<file path="src/hdl/efpm_pkg.sv">
// Package of the external feedback and phase memory register bank.
// Assumes a single system clock of 20 MHz shared by all users.
`default_nettype none
package efpm_pkg;
	// ----------------------------------------------------------------
	// Register offsets
	// ----------------------------------------------------------------
	localparam logic [7:0] ADDR_FB_CTRL = 8'h45;
	localparam logic [7:0] ADDR_OUT_PWR = 8'h46;
	localparam logic [7:0] ADDR_PML_IN0 = 8'h47;
	localparam logic [7:0] ADDR_PML_IN1 = 8'h48;
	localparam logic [7:0] ADDR_PML_IN2 = 8'h49;

	// ----------------------------------------------------------------
	// Reset values and field layouts
	// ----------------------------------------------------------------
	localparam logic [7:0] RST_FB_CTRL = 8'h00;
	localparam logic [7:0] RST_OUT_PWR = 8'h00;
	localparam logic [7:0] RST_PML = 8'h02;
	localparam logic [2:0] RST_FB_RSVD = 3'h0;
	localparam logic [7:0] RDATA_UNMAPPED = 8'h00;
	localparam int NUM_IN = 3;
	localparam int NUM_OUT = 8;
	localparam int NUM_LOOP = 2;

	// ----------------------------------------------------------------
	// Timing: one limit unit in nanoseconds and in clock cycles
	// ----------------------------------------------------------------
	localparam int SYS_CLK_PERIOD_NS = 50;
	localparam int PML_UNIT_NS = 10000;
	localparam int PML_UNIT_CYC = (PML_UNIT_NS + SYS_CLK_PERIOD_NS - 1) / SYS_CLK_PERIOD_NS;
	localparam int PML_CYC_W = 16;

	typedef struct packed {
		logic global_on;
		logic [2:0] reserved;
		logic [1:0] source_choice;
		logic [1:0] loop_choice;
	} efpm_fb_ctrl_s;

	typedef struct packed {
		logic wr_en;
		logic rd_en;
		logic [7:0] addr;
		logic [7:0] wdata;
	} efpm_req_s;
endpackage : efpm_pkg

`default_nettype wire

</file>
<file path="src/hdl/efpm_regs.sv">
// Register bank for the external feedback path, output power and phase memory limits.
// Assumes the serial configuration port front end delivers one request per cycle on sys_clk.
`timescale 1ns/1ps
`default_nettype none

// Notes on behaviour
// - The feedback loop choice field picks loop 0 (code 00) or loop 1 (code 01) for the feedback phase measurement.
// - A loop whose compensation bit is set is compensated by the feedback phase whichever loop measures it.
// - The feedback source choice field picks reference 0 to 3 by codes 00 to 11.
// - The feedback path is enabled only while the global enable bit 7 of the control register is high.
// - Each bit of the output power register puts the matching precision output in reduced power when high.
// - Each phase memory limit is an unsigned eight-bit count of 10 us units.
// - A loop whose compensation bit is low is not compensated by the feedback phase, though it still measures it when the loop choice field names it.
module efpm_regs #(
	parameter int NUM_IN = efpm_pkg::NUM_IN,
	parameter int NUM_OUT = efpm_pkg::NUM_OUT,
	parameter int NUM_LOOP = efpm_pkg::NUM_LOOP
) (
	input wire logic sys_clk,
	input wire logic rst_n,
	input wire efpm_pkg::efpm_req_s req,
	output logic [7:0] rdata,
	input wire logic [NUM_LOOP-1:0] loop_feedback_comp_on,
	output logic feedback_global_on,
	output logic [1:0] feedback_loop_choice,
	output logic [1:0] feedback_source_choice,
	output logic [NUM_LOOP-1:0] loop_fb_measure,
	output logic [NUM_LOOP-1:0] loop_fb_apply,
	output logic [NUM_OUT-1:0] output_low_power_bits,
	output logic [NUM_IN*8-1:0] input_phase_memory_limit,
	output logic [NUM_IN*efpm_pkg::PML_CYC_W-1:0] phase_memory_limit_cycles
);
	// ----------------------------------------------------------------
	// Register storage
	// ----------------------------------------------------------------
	efpm_pkg::efpm_fb_ctrl_s fb_ctrl;
	logic [NUM_OUT-1:0] out_pwr;
	logic [7:0] pml [NUM_IN];
	logic [7:0] next_rdata;
	efpm_pkg::efpm_fb_ctrl_s wr_fb;

	// Write data seen through the control register's field layout.
	assign wr_fb = req.wdata;

	always_ff @(posedge sys_clk or negedge rst_n) begin
		if (!rst_n) begin
			fb_ctrl <= efpm_pkg::RST_FB_CTRL;
		end else if (req.wr_en && req.addr == efpm_pkg::ADDR_FB_CTRL) begin
			fb_ctrl.global_on <= wr_fb.global_on;
			fb_ctrl.source_choice <= wr_fb.source_choice;
			fb_ctrl.loop_choice <= wr_fb.loop_choice;
			fb_ctrl.reserved <= efpm_pkg::RST_FB_RSVD;
		end
	end

	always_ff @(posedge sys_clk or negedge rst_n) begin
		if (!rst_n) begin
			out_pwr <= NUM_OUT'(efpm_pkg::RST_OUT_PWR);
		end else if (req.wr_en && req.addr == efpm_pkg::ADDR_OUT_PWR) begin
			out_pwr <= req.wdata[NUM_OUT-1:0];
		end
	end

	// ----------------------------------------------------------------
	// Phase memory limits, one per input reference
	// ----------------------------------------------------------------
	genvar gi;
	generate
		for (gi = 0; gi < NUM_IN; gi++) begin : g_pml
			always_ff @(posedge sys_clk or negedge rst_n) begin
				if (!rst_n) begin
					pml[gi] <= efpm_pkg::RST_PML;
				end else if (req.wr_en && req.addr == 8'(efpm_pkg::ADDR_PML_IN0 + gi)) begin
					pml[gi] <= req.wdata;
				end
			end
			assign input_phase_memory_limit[gi*8 +: 8] = pml[gi];
			// Limit converted to system clock cycles for the phase detector.
			assign phase_memory_limit_cycles[gi*efpm_pkg::PML_CYC_W +: efpm_pkg::PML_CYC_W] =
				efpm_pkg::PML_CYC_W'(pml[gi] * efpm_pkg::PML_UNIT_CYC);
		end
	endgenerate

	// ----------------------------------------------------------------
	// Control outputs
	// ----------------------------------------------------------------
	assign feedback_global_on = fb_ctrl.global_on;
	assign feedback_loop_choice = fb_ctrl.loop_choice;
	assign feedback_source_choice = fb_ctrl.source_choice;
	assign output_low_power_bits = out_pwr;

	generate
		for (gi = 0; gi < NUM_LOOP; gi++) begin : g_loop
			// Only the loop named by the choice field measures the feedback phase.
			assign loop_fb_measure[gi] = fb_ctrl.global_on && fb_ctrl.loop_choice == 2'(gi);
			// Compensation follows each loop's own bit, not the measuring loop.
			assign loop_fb_apply[gi] = fb_ctrl.global_on && loop_feedback_comp_on[gi];
		end
	endgenerate

	// ----------------------------------------------------------------
	// Read path
	// ----------------------------------------------------------------
	// A read in the same cycle as a write returns the value held before that write.
	always_comb begin
		next_rdata = efpm_pkg::RDATA_UNMAPPED;
		if (req.addr == efpm_pkg::ADDR_FB_CTRL) begin
			next_rdata = fb_ctrl;
		end else if (req.addr == efpm_pkg::ADDR_OUT_PWR) begin
			next_rdata = 8'(out_pwr);
		end else begin
			for (int i = 0; i < NUM_IN; i++) begin
				if (req.addr == 8'(efpm_pkg::ADDR_PML_IN0 + i)) begin
					next_rdata = pml[i];
				end
			end
		end
	end

	always_ff @(posedge sys_clk or negedge rst_n) begin
		if (!rst_n) begin
			rdata <= efpm_pkg::RDATA_UNMAPPED;
		end else if (req.rd_en) begin
			rdata <= next_rdata;
		end
	end

	// ----------------------------------------------------------------
	// Per-reference limit checks
	// ----------------------------------------------------------------
	generate
		for (gi = 0; gi < NUM_IN; gi++) begin : g_pml_chk

		end
	endgenerate
endmodule : efpm_regs

`default_nettype wire

</file>
<file path="config.mk">
export PLATFORM = sky130hd
export DESIGN_NAME = efpm_regs
export DESIGN_NICKNAME = d
export VERILOG_FILES = /design/src/hdl/efpm_pkg.sv /design/src/hdl/efpm_regs.sv
export SDC_FILE = /design/constraint.sdc
export NUM_CORES = 1
export LEC_CHECK = 0
export ABC_AREA = 0
export BUFFER_PORTS_ARGS = -buffer_cell sky130_fd_sc_hd__buf_2
export CAP_MARGIN = 25
export CORE_MARGIN = 10
export CORE_UTILIZATION = 25
export DETAILED_ROUTE_END_ITERATION = 8
export GPL_ROUTABILITY_DRIVEN = 0
export PLACE_DENSITY = 0.56
export SYNTH_ARGS = -nofsm -noshare
export SYNTH_HDL_FRONTEND = slang
export SYNTH_SLANG_ARGS = --single-unit
</file>
<file path="constraint.sdc">
create_clock -name sys_clk -period 2.8 [get_ports sys_clk]
set_input_delay 0.14 -clock sys_clk [delete_from_list [all_inputs] [get_ports sys_clk]]
set_output_delay 0.14 -clock sys_clk [all_outputs]
set_load 0.03 [all_outputs]
</file>
==> results.toml, run 1 <==
[timing]
fin_skew_ns = 0.00361
fmax_mhz = 315
relSlewSlack_pct = 65.0
min_period_over_period_pct = 113
report.final.slew_viol_count = 0
setup_slack_ns = -0.377
grt_setup_unrepaired = "true"
setup-violations-final = 17
period_needed_ns = 3.18
hold_ws_ns = 0.176
hold_violations = 0
worst-slew-pin-transition_ns = 0.523

[worst_hold_path]
worst_hold_startpoint = "req[6]"
hp-class = "input pin to flop"

[global_route]
grtUsageTotal_pct = 11.4
grt_max_degree = 46
gr-total-overflow = 0
antenna_found_initial = 0
grt_pass1_vias = 3894
grt_pass1_wl_mm = 20.5

[worst_setup_path]
rr_startpoint = "input_phase_memory_limit[12]"
critical_path_arrival_ns = 3.04
cp.required_ns = 2.66
critPathMaxFanout = 2
crit_start = "input_phase_memory_limit[11]"
crit_path_end_kind = "output port"
crit_path_start_kind = "flop"
path_class = "flop to output port"

[finish]
layout_common_cells = "buf_2 (90), buf_4 (77), ha_1 (49)"
diodes = 0
syn_to_final_growth_pct = 58.1
finish.instance_area_sq_mm = 0.00652
fin_nets = 705
drive_above_1_share_pct = 58.5
final_common_cell = "buf_2"

[synth]
syn_avg_cell_area_sq_um = 10.3
synth_top_cell_by_area = "ha_1"
yosysWarnings = 0
ys_seq_elements = 45
synth_cell_type_count = 46
ys_seq_area_share_pct = 27.4
ys_async_sr_fraction_pct = 100
netlist_area_sq_mm = 0.00412
ys_top_cells_by_area = "ha_1 (26%), dfrtp_1 (25%), mux2_2 (8.7%), fa_1 (4.4%), xnor2_1 (3.8%)"
synth_top_area_share_pct = 25.8
syn_inst = 402
synth_top_flop_cell = "dfrtp_1"
synth-edff-count = 0

[power_and_ir_drop]
p_per_area_mw_per_mm2 = 379
vdd_drop_max_mv = 0.225
p_leak_nw = 3.39

[drt]
drtPass1Iterations = 4
vias = 3664
drtIter0Drc = 128
antenna_left = 0
drc = 0
vias_per_cell = 4.55
wl_mm = 13.0
wire_per_inst_um = 16.1

[run_status]
status = "finished, violations left"
violations = "setup timing"

[placed_design]
place_hpwl_mm = 10.2
post_dp_cell_area_sq_mm = 0.00566
io_buffers = 109

[floorplanning]
coreArea_sq_mm = 0.0160
pin_count = 119
die_x_um = 148
initial_core_util_pct = 25.8
die_h_um = 148
row_count = 46
die_area_sq_mm = 0.0220

[clock_network]
clk_latency_ns = 0.28
clockRootBuffer = "clkbuf_16"
clock_sink_count = 45
numCtsBuffers = 5
cts_buffer_depth = 2
h-tree-depth = 2
tritoncts = "yes"
clk_pin_slew_ns = 0.06

[flow_run]
max_cap_viol_count = 0
[worst max-delay path, stage by stage (launching register included)]
cell,delay (ns)
dfrtp_2,0.40
buf_6,0.12
ha_4,0.26
ha_4,0.19
fa_2,0.56
ha_4,0.21
nor2b_4,0.13
o2111ai_2,0.17
nand3_2,0.12
o41ai_4,0.27
xnor2_2,0.16
buf_6,0.15
[cell usage after synthesis (2+ instances only)]
cell type	n
a221oi_1	5
ha_1	85
o211ai_1	3
xor2_1	6
o41ai_1	4
dfrtp_1	42
nor2b_1	4
inv_1	39
buf_2	2
a22oi_1	4
and3b_1	2
a22o_1	2
o21bai_1	5
o22ai_1	6
and2_1	4
mux2_2	32
nand2b_1	3
xnor2_1	18
dfstp_2	3
nand3_1	12
buf_4	19
clkbuf_1	3
nand2_1	19
nor2_1	20
o21ai_0	13
a21oi_1	18
fa_1	9
a21o_1	2
[layout make-up]
class                      count  area (sq um)
fill                        1558          9480
timing repair buffer         196          1360
clock buffer                   8           146
multi-input combinational    302          3450
sequential                    45          1150
tap                          216           270
inverter                      39           146
[flip-flops by register name, summed over array words and instances (netlist names)]
signal	count
feedback_global_on	1
feedback_loop_choice	2
feedback_source_choice	2
input_phase_memory_limit	24
output_low_power_bits	8
rdata	8
[worst paths after layout]
kind                                                      end  slack, ns  cells past startpoint
min in group asynchronous        input_phase_memory_limit[15]       0.31                      2
worst min-delay path              input_phase_memory_limit[6]       0.18                      3
worst max-delay path            phase_memory_limit_cycles[31]      -0.38                     11
worst min register to register                       rdata[5]       0.54                      2
max in group asynchronous         input_phase_memory_limit[1]       1.93                      3
worst max register to register                       rdata[4]       1.38                      6
[metal layers]
metal / wire (um) / GRT usage [%]
met1: 5720 / 14.2
met2: 6170 / 19.0
met3: 943 / 3.37
met4: 142 / 2.53
met5: 0 / 0
[through the flow]
stage                     worst slack (ns)  TNS, ns  instances  power [mW]  util, %
final                               -0.377    -3.46        806        2.47     40.7
after global routing                -0.481    -5.16        806        2.62     40.7
after CTS                           -0.450    -3.71        800        2.44     39.5
after detailed placement            -0.276    -1.30        771        1.69     35.4
after global placement              -0.264    -1.07        771        1.68     35.4
after floorplan                     -0.156   -0.286        410        1.38        -
[cells by family (layout without fill, tap and decap cells)]
group	count (synthesis)	after routing	share of synthesized area (%)
xor gates and xnor gates	24	24	5.10
DFF	45	45	27.4
muxes	32	32	8.74
adders and majority gates	94	94	30.2
buffers and inverters	63	243	7.53
other	1	9	0.0910
AOI/OAI and AO/OA	69	69	11.0
and+or+nand+nor	74	74	9.92
[report_power, final]
group / total [mW] / switching (mW) / internal, mW
sequential: 0.718 / 0.0355 / 0.683
clock: 0.592 / 0.236 / 0.356
combinational: 1.16 / 0.647 / 0.515
[repair_timing]
action                                  in CTS  in global routing
endpoints found under the setup margin      17                 20
buffers inserted                            21                  4
hold buffers                                 0                  1
pin swaps                                   48                 22
endpoints found under the hold margin        0                 15
gates resized for setup                     77                 26
Note: power is estimated with default switching activity, not from simulation.
==> run 2: changes to the inputs <==
--- a/config.mk
+++ b/config.mk
@@ -11,8 +11,9 @@
 export CORE_MARGIN = 10
 export CORE_UTILIZATION = 25
 export DETAILED_ROUTE_END_ITERATION = 8
-export GPL_ROUTABILITY_DRIVEN = 0
+export GPL_ROUTABILITY_DRIVEN = 1
 export PLACE_DENSITY = 0.56
+export SKIP_CTS_REPAIR_TIMING = 1
 export SYNTH_ARGS = -nofsm -noshare
 export SYNTH_HDL_FRONTEND = slang
 export SYNTH_SLANG_ARGS = --single-unit
==> run 2 against run 1 <==
The run still ends with setup timing left. Core utilization down 0.42 points. Global-route usage down 0.55 points. Die area unchanged. Clock-buffer cell count unchanged. Final cell count down 0.99%. Clock skew about the same. Power down 1.5%. Register-to-register slack about the same. Hold slack worse by 0.0029 ns. Critical path type unchanged. Largest cell class unchanged. Largest power group unchanged.
==> results.toml, run 2 (same netlist as run 1, synthesis figures left out) <==
[run_status]
status = "finished, violations left"
violations = "setup timing"

[worst_setup_path]
crit_start = "input_phase_memory_limit[10]"
rrSetupSlack_ns = 1.39
r2r-end = "rdata[4]"
cp.required_ns = 2.66
critPathMaxFanout = 3
r2r_cells = 6
rr_startpoint = "input_phase_memory_limit[12]"
critical_path_arrival_ns = 3.03
crit_path_start_kind = "flop"
crit_path_end_kind = "output port"
crit_end = "phase_memory_limit_cycles[30]"
path_class = "flop to output port"

[floorplanning]
initial_core_util_pct = 25.8
row_count = 46
die_x_um = 148
die_area_sq_mm = 0.0220
pin_count = 119
die_h_um = 148
coreArea_sq_mm = 0.0160

[finish]
fillers = 1579
fin_nets = 697
syn_to_final_growth_pct = 56.5
multi_input_area_sq_mm = 0.00346
seqCellArea_sq_mm = 0.00115
drive_above_1_share_pct = 57.6
largest_register_ffs = 24
final_common_cell = "buf_2"
layout_common_cells = "buf_2 (92), buf_4 (73), ha_1 (47)"
diodes = 0

[global_route]
grtUsageTotal_pct = 10.9
grt_max_degree = 46
gr-total-overflow = 0
grt_pass1_vias = 3723
grt_pass1_wl_mm = 19.5
antenna_found_initial = 0

[placed_design]
gp_congestion = 0.835
place_hpwl_mm = 10.2
io_buffers = 109

[drt]
antenna_left = 0
vias = 3630
vias_per_cell = 4.55
drc = 0
drtIter0Drc = 78
wire_per_inst_um = 15.9
drtPass1Iterations = 4
wl_mm = 12.7

[clock_network]
numCtsBuffers = 5
tritoncts = "yes"
cts_buffer_depth = 2
clockRootBuffer = "clkbuf_16"
h-tree-depth = 2
clk_latency_ns = 0.28
clock_sink_count = 45
clk_pin_slew_ns = 0.06

[timing]
period_needed_ns = 3.17
setup_slack_ns = -0.366
grt_setup_unrepaired = "true"
relSlewSlack_pct = 65.2
setup_tns_ns = -3.43
min_period_over_period_pct = 113
worst-slew-pin-transition_ns = 0.521
setup-violations-final = 15
fin_skew_ns = 0.00384
fmax_mhz = 316
hold_violations = 0
hold_ws_ns = 0.173
report.final.slew_viol_count = 0

[power_and_ir_drop]
p_leak_nw = 3.33
p_per_area_mw_per_mm2 = 377
vdd_drop_max_mv = 0.224

[flow_run]
max_cap_viol_count = 0

[worst_hold_path]
hp-class = "input pin to flop"
run 2: changes by cell type in the layout (fill, tap and decap cells not counted), sizes merged:
cell / delta
buf: -8
run 2: power by group:
part | switching [mW] | internal, mW | total, mW
sequential | 0.0383 | 0.683 | 0.721
clock | 0.234 | 0.356 | 0.590
combinational | 0.632 | 0.492 | 1.12
total | 0.904 | 1.53 | 2.43
run 2: area by class of cell:
class                           instances  share of cell area, %
Timing Repair Buffer                  188                   19.9
Tap cell                              216                   4.19
Sequential cell                        45                   17.8
Clock buffer                            8                   2.27
Inverter                               39                   2.27
Multi-Input combinational cell        302                   53.6
run 2: metrics by stage:
stage | utilization, % | std cells | power, mW | worst slack, ns | cell area [sq um]
detailed placement | 35.4 | 771 | 1.69 | -0.276 | 5660
CTS | 36.3 | 779 | 2.30 | -0.597 | 5800
finish | 40.3 | 798 | 2.44 | -0.366 | 6450
global placement | 35.4 | 771 | 1.68 | -0.264 | 5660
global route | 40.3 | 798 | 2.58 | -0.454 | 6450
floorplan | - | 410 | 1.38 | -0.156 | 4550
run 2: critical path: stages (launching register included):
cell and delay, ns:
dfrtp_2 0.44, ha_4 0.29, ha_4 0.19, fa_1 0.55
ha_4 0.22, buf_6 0.11, nand4_1 0.08, nand3_2 0.12
o41ai_4 0.42, xnor2_2 0.16, buf_6 0.15
run 2: per-layer routing:
metal / global-route usage, % / share of wire [%] / wire, um
met1: 13.9 / 44 / 5540
met2: 17.4 / 47 / 5990
met3: 3.43 / 7.6 / 968
met4: 2.63 / 1.3 / 161
met5: 0 / 0 / 0
run 2: how the worst min path moves through the flow:
| stage | startpoint | end | depth (start not counted) |
|---|---|---|---|
| finish | req[6] | input_phase_memory_limit[6] | 3 |
| global route | req[3] | feedback_source_choice[1] | 2 |
| CTS | rst_n | feedback_source_choice[1] | 1 |
| detailed placement | rst_n | output_low_power_bits[3] | 1 |
| global placement | rst_n | feedback_source_choice[1] | 1 |
| floorplan | rst_n | feedback_global_on | 0 |
==> run 3: changes to the inputs <==
--- a/config.mk
+++ b/config.mk
@@ -6,10 +6,11 @@
 export NUM_CORES = 1
 export LEC_CHECK = 0
 export ABC_AREA = 0
-export BUFFER_PORTS_ARGS = -buffer_cell sky130_fd_sc_hd__buf_2
+export BUFFER_PORTS_ARGS = -buffer_cell sky130_fd_sc_hd__buf_4
 export CAP_MARGIN = 25
 export CORE_MARGIN = 10
 export CORE_UTILIZATION = 25
+export CTS_CLUSTER_SIZE = 25
 export DETAILED_ROUTE_END_ITERATION = 8
 export GPL_ROUTABILITY_DRIVEN = 1
 export PLACE_DENSITY = 0.56
==> run 3 against run 2 <==
The run still ends with setup timing left. Maximum frequency down 0.61%. Die area unchanged. Global-route usage about the same. Critical endpoint unchanged. Largest cell class unchanged. Largest power group unchanged. Highest routed layer unchanged.
==> results.toml, run 3 (same netlist as run 1, synthesis figures left out) <==
[worst_setup_path]
timing.critical_path.mode_cell = "ha_4"
crit_path_start_kind = "flop"
crit_start = "input_phase_memory_limit[10]"
path_class = "flop to output port"
crit_end = "phase_memory_limit_cycles[30]"
critical_path_arrival_ns = 3.05
critPathMaxFanout = 3
cp_num_buf_inv = 2
cp_slowest_cell = "fa_1"
rrSetupSlack_ns = 1.54
r2r_cells = 5
path_delay_family = "adder cells"
cp.depth = 10
crit_chain = "ha_4 -> ha_4 -> fa_1 -> ha_4 -> buf_6 -> nand4_1 -> nand3_2 -> o41ai_4 -> xnor2_2 -> buf_6"
r2r-end = "rdata[2]"
cpPeakStageDelay_ns = 0.56
rr_startpoint = "input_phase_memory_limit[18]"
cp.required_ns = 2.66
crit_path_end_kind = "output port"

[drt]
drtPass1Iterations = 4
drtIter0Drc = 104
wire_per_inst_um = 16.5
antenna_left = 0
drc = 0
vias_per_cell = 4.55
vias = 3576
wl_mm = 13.0

[finish]
final_common_cell = "buf_4"
drive_above_1_share_pct = 56.3
syn_to_final_growth_pct = 58.5
fin_nets = 685
layout_common_cells = "buf_4 (155), ha_1 (51), mux2_2 (32)"
fin_cells = 786
fillers = 1590
largest_register_ffs = 24
diodes = 0

[power_and_ir_drop]
p_per_area_mw_per_mm2 = 393
vdd_drop_max_mv = 0.291
p_leak_nw = 3.32

[timing]
worst-slew-pin-transition_ns = 0.645
setup-violations-final = 16
min_period_over_period_pct = 114
grt_setup_unrepaired = "true"
hold_violations = 0
setup_slack_ns = -0.385
period_needed_ns = 3.19
fin_skew_ns = 0.00497
fmax_mhz = 314
report.final.slew_viol_count = 0
hold_ws_ns = 0.132
setup_tns_ns = -3.35
relSlewSlack_pct = 56.8

[clock_network]
tritoncts = "yes"
cts_buffer_depth = 2
clockRootBuffer = "clkbuf_16"
clk_latency_ns = 0.29
clock_sink_count = 45
numCtsBuffers = 5
h-tree-depth = 2
clk_pin_slew_ns = 0.06

[floorplanning]
die_h_um = 148
pin_count = 119
coreArea_sq_mm = 0.0160
die_x_um = 148
row_count = 46
initial_core_util_pct = 25.8
die_area_sq_mm = 0.0220

[run_status]
status = "finished, violations left"
violations = "setup timing"

[global_route]
grt_pass1_wl_mm = 19.3
gr-total-overflow = 0
antenna_found_initial = 0
grtUsageTotal_pct = 10.8
grt_pass1_vias = 3622
grt_max_degree = 46

[worst_hold_path]
hp-class = "input pin to flop"

[placed_design]
place_hpwl_mm = 10.4
dp_slack_ns = -0.234
post-place-cells = 768
io_buffers = 109
gp_congestion = 0.814

[flow_run]
max_cap_viol_count = 0
==> run 3: cell types whose count changed in the layout (fill, tap and decap cells not counted), moves of 2 or more <==
cell	previous run	this run
buf_12	2	0
ha_1	47	51
buf_2	92	0
buf_4	73	155
ha_2	1	3
ha_4	37	31
==> run 3: worst min-delay path by stage <==
stage	end	depth (start not counted)	startpoint	slack (ns)
after floorplan	feedback_global_on	0	rst_n	-0.16
after global placement	output_low_power_bits[3]	1	rst_n	0.18
after detailed placement	input_phase_memory_limit[8]	1	rst_n	0.18
after CTS	output_low_power_bits[3]	1	rst_n	-0.11
after global routing	input_phase_memory_limit[6]	3	req[6]	0.12
final	input_phase_memory_limit[6]	3	req[6]	0.13
==> run 3: cell type report <==
type	count	area, sq um	area share, %
clock buffer	7	143	2.18
multi-input combinational	302	3400	52.0
inverter	39	149	2.28
timing repair buffer	176	1400	21.4
sequential	45	1150	17.5
clock inverter	1	30.0	0.460
tap	216	270	4.14
==> run 3: report_power, final <==
group | leakage [nW] | switching [mW] | total, mW | internal (mW)
registers | 0.570 | 0.0390 | 0.722 | 0.683
clock network | 0.0841 | 0.249 | 0.695 | 0.446
logic | 2.66 | 0.630 | 1.15 | 0.522
==> run 3: worst min-delay path, delay by kind of cell <==
| family | cells | cell delay, ns |
|---|---|---|
| buffers and inverters | 1 | 0.13 |
| AND/OR/NAND/NOR | 1 | 0.05 |
| AO/OA/AOI/OAI | 1 | 0.06 |
==> run 3: per-layer routing <==
layer,routed length (um),share of wire (%),vias up,track usage [%]
met1,5780,45,1734,14.0
met3,949,7.3,7,3.43
li1,-,-,1738,-
met2,6160,47,97,17.3
met5,0,0,-,0
met4,99,0.76,0,2.13
==> run 3: per-stage QoR <==
stage / power (mW) / area (sq um) / util [%]
6_report: 2.57 / 6530 / 40.8
5_1_grt: 2.70 / 6530 / 40.8
4_1_cts: 2.48 / 6080 / 38.0
3_5_place_dp: 1.78 / 5910 / 36.9
3_3_place_gp: 1.77 / 5910 / 36.9
2_1_floorplan: 1.38 / 4550 / -
